`config.mk`:
```
export PLATFORM = sky130hd
export DESIGN_NAME = smc_sleep_ctrl
export DESIGN_NICKNAME = d
export VERILOG_FILES = /design/src/rtl/smc_pkg.sv /design/src/rtl/smc_sync2.sv /design/src/rtl/smc_wake_timer.sv /design/src/rtl/smc_sleep_ctrl.sv
export SDC_FILE = /design/constraint.sdc
export NUM_CORES = 1
export LEC_CHECK = 0
export ABC_AREA = 1
export BUFFER_PORTS_ARGS = -buffer_cell sky130_fd_sc_hd__buf_2
export CAP_MARGIN = 40
export CORE_MARGIN = 3
export CORE_UTILIZATION = 40
export CTS_CLUSTER_DIAMETER = 30
export DETAILED_ROUTE_END_ITERATION = 10
export PLACE_DENSITY = 0.57
export RECOVER_POWER = 25
export SETUP_SLACK_MARGIN = 0.5
export SLEW_MARGIN = 20
export SYNTH_ARGS = -nofsm -noshare
export SYNTH_HDL_FRONTEND = slang
export SYNTH_SLANG_ARGS = --single-unit
```
`constraint.sdc`:
```
create_clock -name i_clk -period 3.2 [get_ports i_clk]
set_clock_uncertainty 0.1 [all_clocks]
set_input_delay 0.16 -clock i_clk [delete_from_list [all_inputs] [get_ports i_clk]]
set_output_delay 0.16 -clock i_clk [all_outputs]
set_load 0.03 [all_outputs]
```
`src/rtl/smc_pkg.sv`:
```
// Constants, carrier types and states shared by the sleep-mode controller.
package smc_pkg;

  ////////////////////////////////////////////////////////////////////////////
  // Clock rate and timing.
  localparam int unsigned CLK_FREQ_MHZ = 125;
  localparam int unsigned BOD_WAKE_US  = 60;
  // Approximate figure; rounding up keeps the detector settled before resume.
  localparam int unsigned BOD_WAKE_CYCLES = BOD_WAKE_US * CLK_FREQ_MHZ;
  // Start-up delay normally set by fuses; plain default, not a device figure.
  localparam int unsigned FUSE_STARTUP_CYCLES = 16;

  localparam int unsigned CNT_W = 13;
  localparam logic [CNT_W-1:0] STBY_WAKE_CYCLES = 13'h0006;
  localparam logic [CNT_W-1:0] HALT_CYCLES      = 13'h0004;
  localparam logic [CNT_W-1:0] RUN_WAKE_CYCLES  = 13'h0001;
  localparam logic [2:0]       BROWNOUT_SLEEP_OFF_WINDOW_CYCLES = 3'h4;

  ////////////////////////////////////////////////////////////////////////////
  // Sleep kind select codes.
  localparam logic [2:0] KIND_IDLE  = 3'h0;
  localparam logic [2:0] KIND_CONV  = 3'h1;
  localparam logic [2:0] KIND_PDOWN = 3'h2;
  localparam logic [2:0] KIND_PSAVE = 3'h3;
  localparam logic [2:0] KIND_STBY  = 3'h6;
  localparam logic [2:0] KIND_XSTBY = 3'h7;

  ////////////////////////////////////////////////////////////////////////////
  // Reset values.
  localparam logic BROWNOUT_SLEEP_OFF_RESET    = 1'b0;
  localparam logic [4:0] CLK_ALL_ON = 5'h1f;

  ////////////////////////////////////////////////////////////////////////////
  // Carriers.
  typedef struct packed {
    logic core_clock;
    logic program_mem_clock;
    logic io_clock;
    logic converter_clock;
    logic async_timer_clock;
  } smc_clk_type;

  typedef struct packed {
    logic ext_irq_zero;
    logic ext_irq_one;
    logic pin_change_irq;
    logic two_wire_match;
    logic timer2_irq;
    logic self_program_ready;
    logic converter_done;
    logic watchdog_irq;
    logic other_io_irq;
  } smc_wake_type;

  typedef struct packed {
    logic ext_reset;
    logic watchdog_reset;
    logic brownout_reset;
  } smc_rst_src_type;

  typedef enum logic [1:0] {ST_RUN, ST_SLEEP, ST_START, ST_HALT} smc_state_type;

endpackage

```
`src/rtl/smc_sync2.sv`:
```
// Two-flop synchroniser for wake and reset sources arriving from outside.
`timescale 1ns/10ps
module smc_sync2
  import smc_pkg::*;
#(
  parameter int unsigned W = 1
) (
  input  wire logic         i_clk,
  input  wire logic         i_rst_n,
  input  wire logic [W-1:0] i_async,
  output logic      [W-1:0] o_sync
);

  logic [W-1:0] meta;
  logic [W-1:0] next_meta;
  logic [W-1:0] next_sync;

  ////////////////////////////////////////////////////////////////////////////
  // The first stage feeds only the second stage.
  for (genvar g = 0; g < W; g++) begin : g_bit
    always_comb begin
      next_meta[g] = i_async[g];
      next_sync[g] = meta[g];
    end

    always_ff @(posedge i_clk) begin
      if (!i_rst_n) begin
        meta[g]   <= 1'b0;
        o_sync[g] <= 1'b0;
      end else begin
        meta[g]   <= next_meta[g];
        o_sync[g] <= next_sync[g];
      end
    end
  end

endmodule // smc_sync2

```
`src/rtl/smc_wake_timer.sv`:
```
// Down-counter that times the start-up and halt phases of a wake-up.
`timescale 1ns/10ps
module smc_wake_timer
  import smc_pkg::*;
(
  input  wire logic             i_clk,
  input  wire logic             i_rst_n,
  input  wire logic             i_load,
  input  wire logic [CNT_W-1:0] i_value,
  output logic                  o_done
);

  logic [CNT_W-1:0] cnt;
  logic [CNT_W-1:0] next_cnt;

  always_comb begin
    next_cnt = cnt;
    if (i_load) begin
      next_cnt = i_value;
    end else if (cnt != '0) begin
      next_cnt = cnt - 1'b1;
    end
  end

  always_ff @(posedge i_clk) begin
    if (!i_rst_n) begin
      cnt <= '0;
    end else begin
      cnt <= next_cnt;
    end
  end

  // A load of N keeps the caller in its phase for exactly N cycles.
  assign o_done = (cnt == 13'h0001);

endmodule // smc_wake_timer

```
`src/rtl/smc_sleep_ctrl.sv`:
```
// Sleep-mode controller: entry, clock gating, wake-up sequencing, detector off.
`timescale 1ns/10ps
//
// Contract
// - Sleep only when sleep_enable is 1 and the sleep instruction executes.
// - Kind 000 enters Idle; core and program memory clocks stop.
// - Idle keeps peripherals running and wakes on any enabled interrupt.
// - Kind 001 enters converter mode; io, core, program clocks stop.
// - Converter mode keeps converter, external irq, two-wire, timer, watchdog.
// - Entering converter mode starts a conversion when the converter is enabled.
// - Converter mode wakes only on its listed interrupt and reset events.
// - Deep modes stop system clocks; oscillators follow the mode table.
// - Outside Idle the two external inputs wake only when level-triggered.
// - Timer oscillator and wake need asynchronous timer clocking; Idle and power-save still wake on timer2 without it.
// - Interrupt wake holds the core four cycles after start-up, then services.
// - Register file and memory contents survive sleep unchanged.
// - Reset during sleep wakes the device to the reset vector.
// - brownout_sleep_off at 1 turns the detector off; reset value is 0.
// - Detector may be turned off only in the four deep modes.
// - Detector turns off as the sleep state is entered, not before.
// - Every wake-up re-enables a detector turned off for sleep.
// - Wake-up with detector off is stretched to about 60 us.
// - Codes 010, 011, 110, 111 select the four deep modes.
// - Standby modes complete wake-up within six cycles.
module smc_sleep_ctrl
  import smc_pkg::*;
#(
  parameter int unsigned BOD_WAKE_CYCLES_P = BOD_WAKE_CYCLES,
  parameter int unsigned STARTUP_CYCLES_P  = FUSE_STARTUP_CYCLES
) (
  input  wire logic            i_clk,
  input  wire logic            i_rst_n,
  input  wire logic            i_sleep_exec,
  input  wire logic            i_sleep_enable,
  input  wire logic [2:0]      i_sleep_kind_select,
  input  wire logic [1:0]      i_ext_irq_level,
  input  wire logic            i_timer_async,
  input  wire logic            i_converter_enabled,
  input  wire logic            i_brownout_sleep_off_unlock,
  input  wire logic            i_brownout_sleep_off_wr,
  input  wire logic            i_brownout_sleep_off_data,
  input  wire smc_wake_type    i_wake_src,
  input  wire smc_rst_src_type i_rst_src,
  output smc_clk_type          o_clk_en,
  output logic                 o_main_osc_en,
  output logic                 o_timer_osc_en,
  output logic                 o_brownout_det_en,
  output logic                 o_brownout_sleep_off,
  output logic                 o_sleeping,
  output logic                 o_core_hold,
  output logic                 o_converter_start,
  output logic                 o_irq_service,
  output logic                 o_restart_vector
);

  localparam int unsigned SYNC_W = $bits(smc_wake_type) + $bits(smc_rst_src_type);

  ////////////////////////////////////////////////////////////////////////////
  // Decoders.
  function automatic logic kind_valid(input logic [2:0] k);
    // Reserved codes fall through as invalid.
    return (k == KIND_IDLE) || (k == KIND_CONV) || (k == KIND_PDOWN) ||
           (k == KIND_PSAVE) || (k == KIND_STBY) || (k == KIND_XSTBY);
  endfunction

  function automatic logic is_deep(input logic [2:0] k);
    return (k == KIND_PDOWN) || (k == KIND_PSAVE) || (k == KIND_STBY) ||
           (k == KIND_XSTBY);
  endfunction

  function automatic smc_clk_type clocks_for(input logic [2:0] k, input logic async_t);
    smc_clk_type c;
    c = '0;
    case (k)
      KIND_IDLE: begin
        c.io_clock          = 1'b1;
        c.converter_clock   = 1'b1;
        c.async_timer_clock = 1'b1;
      end
      KIND_CONV: begin
        c.converter_clock   = 1'b1;
        c.async_timer_clock = async_t;
      end
      KIND_PSAVE: begin
        c.async_timer_clock = 1'b1;
      end
      KIND_XSTBY: begin
        c.async_timer_clock = async_t;
      end
      default: begin
        c = '0;
      end
    endcase
    return c;
  endfunction

  function automatic smc_wake_type wake_mask(input logic [2:0] k, input logic [1:0] lvl,
                                             input logic async_t);
    smc_wake_type m;
    m = '0;
    m.ext_irq_zero   = lvl[0];
    m.ext_irq_one    = lvl[1];
    m.pin_change_irq = 1'b1;
    m.two_wire_match = 1'b1;
    m.watchdog_irq   = 1'b1;
    case (k)
      KIND_IDLE: begin
        m = '1;
      end
      KIND_CONV: begin
        m.timer2_irq         = async_t;
        m.self_program_ready = 1'b1;
        m.converter_done     = 1'b1;
      end
      KIND_PSAVE: begin
        m.timer2_irq = 1'b1;
      end
      KIND_XSTBY: begin
        m.timer2_irq = async_t;
      end
      default: begin
        m.timer2_irq = 1'b0;
      end
    endcase
    return m;
  endfunction

  ////////////////////////////////////////////////////////////////////////////
  // Synchronised wake sources.
  smc_wake_type    wake_sync;
  smc_rst_src_type rst_sync;

  smc_sync2 #(.W(SYNC_W)) u_sync (
    .i_clk   (i_clk),
    .i_rst_n (i_rst_n),
    .i_async ({i_wake_src, i_rst_src}),
    .o_sync  ({wake_sync, rst_sync})
  );

  ////////////////////////////////////////////////////////////////////////////
  // Timed unlock for brownout_sleep_off.
  logic [2:0] brownout_sleep_off_win;
  logic [2:0] next_brownout_sleep_off_win;
  logic       next_brownout_sleep_off;

  always_comb begin
    next_brownout_sleep_off_win = brownout_sleep_off_win;
    next_brownout_sleep_off     = o_brownout_sleep_off;
    if (i_brownout_sleep_off_wr && (brownout_sleep_off_win != 3'h0)) begin
      next_brownout_sleep_off     = i_brownout_sleep_off_data;
      next_brownout_sleep_off_win = 3'h0;
    end else if (i_brownout_sleep_off_unlock && (brownout_sleep_off_win == 3'h0)) begin
      next_brownout_sleep_off_win = BROWNOUT_SLEEP_OFF_WINDOW_CYCLES;
    end else if (brownout_sleep_off_win != 3'h0) begin
      next_brownout_sleep_off_win = brownout_sleep_off_win - 3'h1;
    end
  end

  always_ff @(posedge i_clk) begin
    if (!i_rst_n) begin
      brownout_sleep_off_win             <= 3'h0;
      o_brownout_sleep_off <= BROWNOUT_SLEEP_OFF_RESET;
    end else begin
      brownout_sleep_off_win             <= next_brownout_sleep_off_win;
      o_brownout_sleep_off <= next_brownout_sleep_off;
    end
  end

  ////////////////////////////////////////////////////////////////////////////
  // Sleep sequencer.
  smc_state_type    state;
  smc_state_type    next_state;
  logic [2:0]       kind;
  logic [2:0]       next_kind;
  logic             bod_off;
  logic             next_bod_off;
  logic             reset_wake;
  logic             next_reset_wake;
  logic             next_conv_start;
  logic             next_irq_service;
  logic             next_restart;
  logic             tmr_load;
  logic [CNT_W-1:0] tmr_value;
  logic             tmr_done;
  logic             irq_wake;
  logic             rst_wake;

  assign irq_wake = |(wake_sync & wake_mask(kind, i_ext_irq_level, i_timer_async));
  assign rst_wake = |rst_sync;

  always_comb begin
    next_state       = state;
    next_kind        = kind;
    next_bod_off     = bod_off;
    next_reset_wake  = reset_wake;
    next_conv_start  = 1'b0;
    next_irq_service = 1'b0;
    next_restart     = 1'b0;
    tmr_load         = 1'b0;
    tmr_value        = RUN_WAKE_CYCLES;
    case (state)
      ST_RUN: begin
        if (i_sleep_exec && i_sleep_enable && kind_valid(i_sleep_kind_select)) begin
          next_state   = ST_SLEEP;
          next_kind    = i_sleep_kind_select;
          next_bod_off = o_brownout_sleep_off && is_deep(i_sleep_kind_select);
          next_conv_start = i_converter_enabled && (i_sleep_kind_select == KIND_CONV);
        end
      end
      ST_SLEEP: begin
        if (rst_wake || irq_wake) begin
          next_state      = ST_START;
          next_reset_wake = rst_wake;
          tmr_load        = 1'b1;
          if (bod_off) begin
            tmr_value = CNT_W'(BOD_WAKE_CYCLES_P);
          end else if ((kind == KIND_STBY) || (kind == KIND_XSTBY)) begin
            tmr_value = STBY_WAKE_CYCLES;
          end else if (is_deep(kind)) begin
            tmr_value = CNT_W'(STARTUP_CYCLES_P);
          end
        end
      end
      ST_START: begin
        if (tmr_done) begin
          if (reset_wake) begin
            next_state   = ST_RUN;
            next_restart = 1'b1;
          end else begin
            next_state = ST_HALT;
            tmr_load   = 1'b1;
            tmr_value  = HALT_CYCLES;
          end
        end
      end
      ST_HALT: begin
        if (tmr_done) begin
          next_state       = ST_RUN;
          next_irq_service = 1'b1;
        end
      end
      default: begin
        next_state = ST_RUN;
      end
    endcase
  end

  smc_wake_timer u_timer (
    .i_clk   (i_clk),
    .i_rst_n (i_rst_n),
    .i_load  (tmr_load),
    .i_value (tmr_value),
    .o_done  (tmr_done)
  );

  ////////////////////////////////////////////////////////////////////////////
  // Clock, oscillator and detector controls follow the next state.
  smc_clk_type next_clk;
  logic        next_main_osc;
  logic        next_timer_osc;
  logic        next_bod_en;
  logic        gated;

  always_comb begin
    gated = (next_state == ST_SLEEP) || (next_state == ST_START);
    // clocks return only after start-up, from registered enables
    next_clk      = gated ? clocks_for(next_kind, i_timer_async) : smc_clk_type'(CLK_ALL_ON);
    next_main_osc = !gated || !is_deep(next_kind) ||
                    (next_kind == KIND_STBY) || (next_kind == KIND_XSTBY);
    next_timer_osc = i_timer_async &&
                     (!gated || (next_kind == KIND_IDLE) || (next_kind == KIND_CONV) ||
                      (next_kind == KIND_PSAVE) || (next_kind == KIND_XSTBY));
    next_bod_en = !((next_state == ST_SLEEP) && next_bod_off);
  end

  always_ff @(posedge i_clk) begin
    if (!i_rst_n) begin
      state             <= ST_RUN;
      kind              <= KIND_IDLE;
      bod_off           <= 1'b0;
      reset_wake        <= 1'b0;
      o_clk_en          <= CLK_ALL_ON;
      o_main_osc_en     <= 1'b1;
      o_timer_osc_en    <= 1'b0;
      o_brownout_det_en <= 1'b1;
      o_sleeping        <= 1'b0;
      o_core_hold       <= 1'b0;
      o_converter_start <= 1'b0;
      o_irq_service     <= 1'b0;
      o_restart_vector  <= 1'b0;
    end else begin
      state             <= next_state;
      kind              <= next_kind;
      bod_off           <= next_bod_off;
      reset_wake        <= next_reset_wake;
      o_clk_en          <= next_clk;
      o_main_osc_en     <= next_main_osc;
      o_timer_osc_en    <= next_timer_osc;
      o_brownout_det_en <= next_bod_en;
      o_sleeping        <= (next_state == ST_SLEEP);
      // the core is held, never cleared, so its storage survives
      o_core_hold       <= (next_state != ST_RUN);
      o_converter_start <= next_conv_start;
      o_irq_service     <= next_irq_service;
      o_restart_vector  <= next_restart;
    end
  end

  logic in_start;
  logic in_halt;
  assign in_start = (state == ST_START);
  assign in_halt  = (state == ST_HALT);
endmodule // smc_sleep_ctrl

```
# Word level (Yosys, flattened, before mapping)
# Index checks and enable logic that the tools add are counted.
[word_totals] word_cells=165 output_inout_bits=14 input_bits=26 regBits=61
[op_classes] mux=35 reduce_logical=60 n_eq_ne=21 n_addsub=2 n_bitwise=2
[ops] cell="two-way mux 13 bit" count=4
[ops] cell="one-hot mux 13 bit (2 select lines)" count=1
[ops] cell="logical OR 1 bit" count=24
[ops] cell="equality test 3 x 2 -> 1 bit, second input constant" count=6
[ops] cell="equality test 3 bit, second input constant" count=6
[ops] cell="two-way mux 3 bit" count=6
[ops] cell="two-way mux 5 bit" count=3
[ops] cell="OR reduction 2 bit" count=7
[ops] cell="equality test 13 x 1 -> 1 bit, second input constant" count=1
[ops] cell="nonzero test 13 bit" count=1
[ops] cell="subtractor 13 x 1 -> 13 bit, second input constant" count=1
[ops] cell="logical NOT 3 bit" count=4
[ops] cell="two-way mux 2 bit" count=6
[ops] cell="two-way mux 1 bit" count=10
[ops] cell="bitwise AND 9 bit" count=1
[ops] cell="equality test 3 x 1 -> 1 bit, second input constant" count=3
[ops] cell="OR reduction 9 bit" count=1
[ops] cell="logical AND 1 bit" count=8
[ops] cell="one-hot mux 2 bit (4 select lines)" count=1
[ops] cell="equality test 2 bit, second input constant" count=3
[ops] cell="one-hot mux 1 bit (2 select lines)" count=3
[ops] cell="AND reduction 2 bit" count=3
[ops] cell="AND reduction 3 bit" count=2
[ops] cell="nonzero test 2 bit" count=3
[ops] cell="other kinds (8)" count=12

# Logic depth before layout (Yosys ltp)
[depth] depth_word=17 mapped_depth=14 ltp_nobuf=14

# Hierarchy
# Synthesis repeated with hierarchy kept, for this count alone.
[hier_totals] cells_unflattened=403 hier_area_um2=2896.5
[modules_own_cells] module="smc_sleep_ctrl" instances=1 cells_each=182 area_each_um2=1276.2
[modules_own_cells] module="smc_wake_timer" instances=1 cells_each=147 area_each_um2=937.1
[modules_own_cells] module="smc_sync2" instances=1 cells_each=74 area_each_um2=683.2

# Worst setup path after synthesis
# OpenSTA, ideal clock, no wires.
[synth_path] kind="register to register" start="register u_timer.cnt[1]" end="register o_clk_en[2] in the netlist's numbering" setup_ps=74 path_slack_ps=1143 period_less_slack_ps=2057 path_stages_with_launch=15 arrival_time_ps=1883 cell_sequence="dfxtp_1 > inv_1 > ha_1 > nand3_1 > nor3_1 > nand2_1 > o21ai_0 > nand2_1 > nand2_1 > nand2_1 > o21ai_0 > ha_1 > nand2_1 > inv_1 > o21ai_0"
[synth_via] elab_chain_len=6
[synth_lines] item="start: declaration" line="smc_wake_timer.sv:13" text="logic [CNT_W-1:0] cnt;"
[synth_lines] item="start signal: assignment" line="smc_wake_timer.sv:29" text="cnt <= next_cnt;"
[synth_lines] item="equality test 13 x 1 -> 1 bit *" line="smc_wake_timer.sv:34" text="assign o_done = (cnt == 13'h0001);"
[synth_lines] item="two-way mux 2 bit, on equally long branches" line="smc_sleep_ctrl.sv:237, smc_sleep_ctrl.sv:225"
[synth_lines] item="one-hot mux 2 bit (4 select lines) *" line="smc_sleep_ctrl.sv:201" text="case (state)"
[synth_lines] item="equality test 2 x 1 -> 1 bit / equality test 2 bit (equally long branches)" line="smc_sleep_ctrl.sv:265" text="gated = (next_state == ST_SLEEP) || (next_state == ST_START);"
[synth_lines] item="logical OR 1 bit *" line="smc_sleep_ctrl.sv:265"
[synth_lines] item="AND reduction 2 bit (no source line) *"
[synth_lines] item="end signal: assignment" line="smc_sleep_ctrl.sv:296" text="o_clk_en <= next_clk;"
[synth_lines] item="end: declaration" line="smc_sleep_ctrl.sv:44" text="output smc_clk_type o_clk_en,"
# Mark *: on every way between the ends. The rest lies on a longest branch, timed or not.
# A chain may end at the register's enable or synchronous reset.

# Worst setup path after layout
# Same ends and word-level chain as after synthesis.

==> flow_summary.ini <==
[outcome]
status = complete, no violations

[critical_path]
slowest_stage = ha_1
reg2regPathDepth = 14
regToRegStartpoint = u_timer.cnt[1]
rr_endpoint = o_clk_en[2]
crit_type = register to register
crit_top_cell = nand2_1
cpPeakStageDelay_ps = 320
required_ps = 3360
cp.arrival_ps = 2480
start_kind = register
reg2reg_slack_ps = 880
path_cells = inv_1, ha_1, nand3_1, nor3_1, nand2_1, o21ai_0, nand2_1, nand2_1, nand2_1, o21ai_0, ha_1, nand2_1, inv_1, o21ai_0
crit_fanout = 4
endpoint_kind = register

[clocking]
clkTransAtPathRegs_ps = 70
htree_levels = 3
cts_made_buffers = 9
clkSinkCount = 60
cts_setup_buffers = 0
cts-resized-gates = 0
hold_buffers = 17
cts_root_buffer = clkbuf_8
clockBufferDepth = 2
cts_tree = built
insertion_delay_ps = 340

[place]
dp_slack_ps = 887
dp_hpwl_mm = 3.67
dp.cells = 457
placed_cell_area_um2 = 2840
place.gp.congestion = 0.780
io_buffer_count = 39

[die]
rows = 28
pin_count = 40
core_area_um2 = 6100
initial_core_util = 0.423
die_area_um2 = 7450
die_w_um = 86.3
die_y_um = 86.3

[sta]
tightest_slew_ps = 427
slew_headroom = 0.715
period_share = 0.724
finalCriticalPeriod_ps = 2320
drv_slew = 0
setup_viol = 0
fmax_mhz = 432
layout_setup_ws_ps = 883
grt_setup_unrepaired = false
final.setup.tns_ps = 0
hold_viol = 0

[global_route]
grt_usage = 0.157
grt_max_degree = 24
grt_pass1_wl_mm = 9.03
antenna_found_initial = 0
grt_overflow = 0
grt_pass1_vias = 2089

[cells_and_area]
num-nets-final = 447
fin_area_um2 = 3270
fillCellCount = 611
synthToLayoutAreaGrowth_pct = 26.6
antennaDiodeCount = 0
drive_above_1_share = 0.161
instances_no_fill = 490
fin_util = 0.536

[hold_path]
hp-start = i_sleep_kind_select[1]
hold_path_end = o_converter_start
hold_path_class = input port to register
hold_path_depth = 4

[drt]
via_count = 2196
drtAntennaViolNets = 0
drc = 0
detail_route.wl_per_cell_um = 10.6
finalWirelength_mm = 5.18
vias_per_cell = 4.48
drt_pre_antenna_iters = 4
drt_iter0_drc = 100

[synthesis]
yosys_warnings = 0
synth_fp_nets = 386
ys_top_cells_by_area = dfxtp_1 (47%), nand2_1 (13%), inv_1 (9.6%)
syn_area_per_cell_um2 = 7.40
synth.top_cell.area_share = 0.465
syn_area_um2 = 2580
ys_ff_latch = 60
ys_seq_area_frac = 0.465
synth_flop_cell = dfxtp_1
ys_top_cells_by_count = nand2_1 (86), inv_1 (66), dfxtp_1 (60)
synth.distinct_cells = 30
async_reset_ff_frac = 0
syn_inst = 349
synth_edf_count = 0
synth_area_leader_cell = dfxtp_1
synth_most_common_cell = nand2_1

[pwr]
peakVddDrop_mv = 0.490
switching_power_w = 0.00110
swShare = 0.368
p_seq_frac = 0.337
p_clk_frac = 0.287
p_comb_frac = 0.376
internal_power_w = 0.00188
cellPowerDensity_nw_per_um2 = 912
p_leak_nw = 1.74

[job]
max_cap_violations = 0
## worst max path at each step
stage	startpoint	endpoint	slack, ps	cells after the start
5_1_grt	u_timer.cnt[1]	o_clk_en[2]	610	14
3_5_place_dp	u_timer.cnt[1]	o_clk_en[2]	890	14
2_1_floorplan	u_timer.cnt[1]	o_clk_en[2]	1140	14
6_report	u_timer.cnt[1]	o_clk_en[2]	880	14
3_3_place_gp	u_timer.cnt[1]	o_clk_en[2]	1000	14
4_1_cts	u_timer.cnt[1]	o_clk_en[2]	880	14
## critical path: cells and delay by family, from the launching register on
| family | cells | cell delay (ps) |
|---|---|---|
| flops | 1 | 310 |
| simple gates | 7 | 700 |
| buf+inv | 2 | 160 |
| fa+ha+maj | 2 | 490 |
| compound gates | 3 | 500 |
## logic make-up (layout without fill, tap and decap cells)
| kind of cell | Yosys count | in the layout | share of synthesized area |
|---|---|---|---|
| compound gates | 35 | 35 | 0.0776 |
| xor+xnor | 9 | 9 | 0.0305 |
| fa+ha+maj | 11 | 11 | 0.0533 |
| buf+inv | 74 | 140 | 0.112 |
| flops | 60 | 60 | 0.465 |
| simple gates | 160 | 160 | 0.261 |
## flip-flops by register name, indices dropped and copies added (netlist names), 2 cells and up
name                    count
kind                        3
state                       2
brownout_sleep_off_win      3
u_sync.meta                12
o_clk_en                    4
u_sync.o_sync              12
u_timer.cnt                13
## cell type report
cell class	count	area (um2)	share of cell area
Clock inverter	5	106	0.0325
Sequential cell	60	1200	0.368
Multi-Input combinational cell	215	1090	0.334
Inverter	67	251	0.0770
Timing Repair Buffer	57	373	0.114
Tap cell	75	93.8	0.0287
Clock buffer	11	151	0.0463
## layout by cell type (no fill, tap or decap), types with 2 or more instances in the layout
cell type      count
nand2_1           86
inv_1             66
dfxtp_1           60
buf_2             39
nor2_1            38
nand3_1           18
dlygate4sd3_1     17
o21ai_0           15
a21oi_1           13
ha_1              11
clkbuf_8          11
nor3_1             6
xor2_1             5
nand4_1            4
xnor2_1            4
bufinv_16          3
a21oi_2            2
nand2_2            2
## power by group through the flow
stage	Clock [W]	Sequential, W	Combinational, W
3_3_place_gp	0	0.00102	0.00109
2_1_floorplan	0	0.00107	0.000817
4_1_cts	0.000884	0.00100	0.00113
3_5_place_dp	0	0.00102	0.00110
6_report	0.000856	0.00100	0.00112
5_1_grt	0.000915	0.00102	0.00130
## layer usage
| layer | wire, um | track usage |
|---|---|---|
| met5 | 0 | 0 |
| met3 | 334 | 0.0466 |
| met1 | 2320 | 0.180 |
| met2 | 2400 | 0.261 |
| met4 | 129 | 0.0850 |
## through the flow
step	power (W)	hold slack, ps
after global placement	0.00211	240
after global routing	0.00324	48.0
after floorplan	0.00189	158
after CTS	0.00301	31.5
after detailed placement	0.00212	244
final	0.00298	50.7
Power figures use the tool's default switching activity.
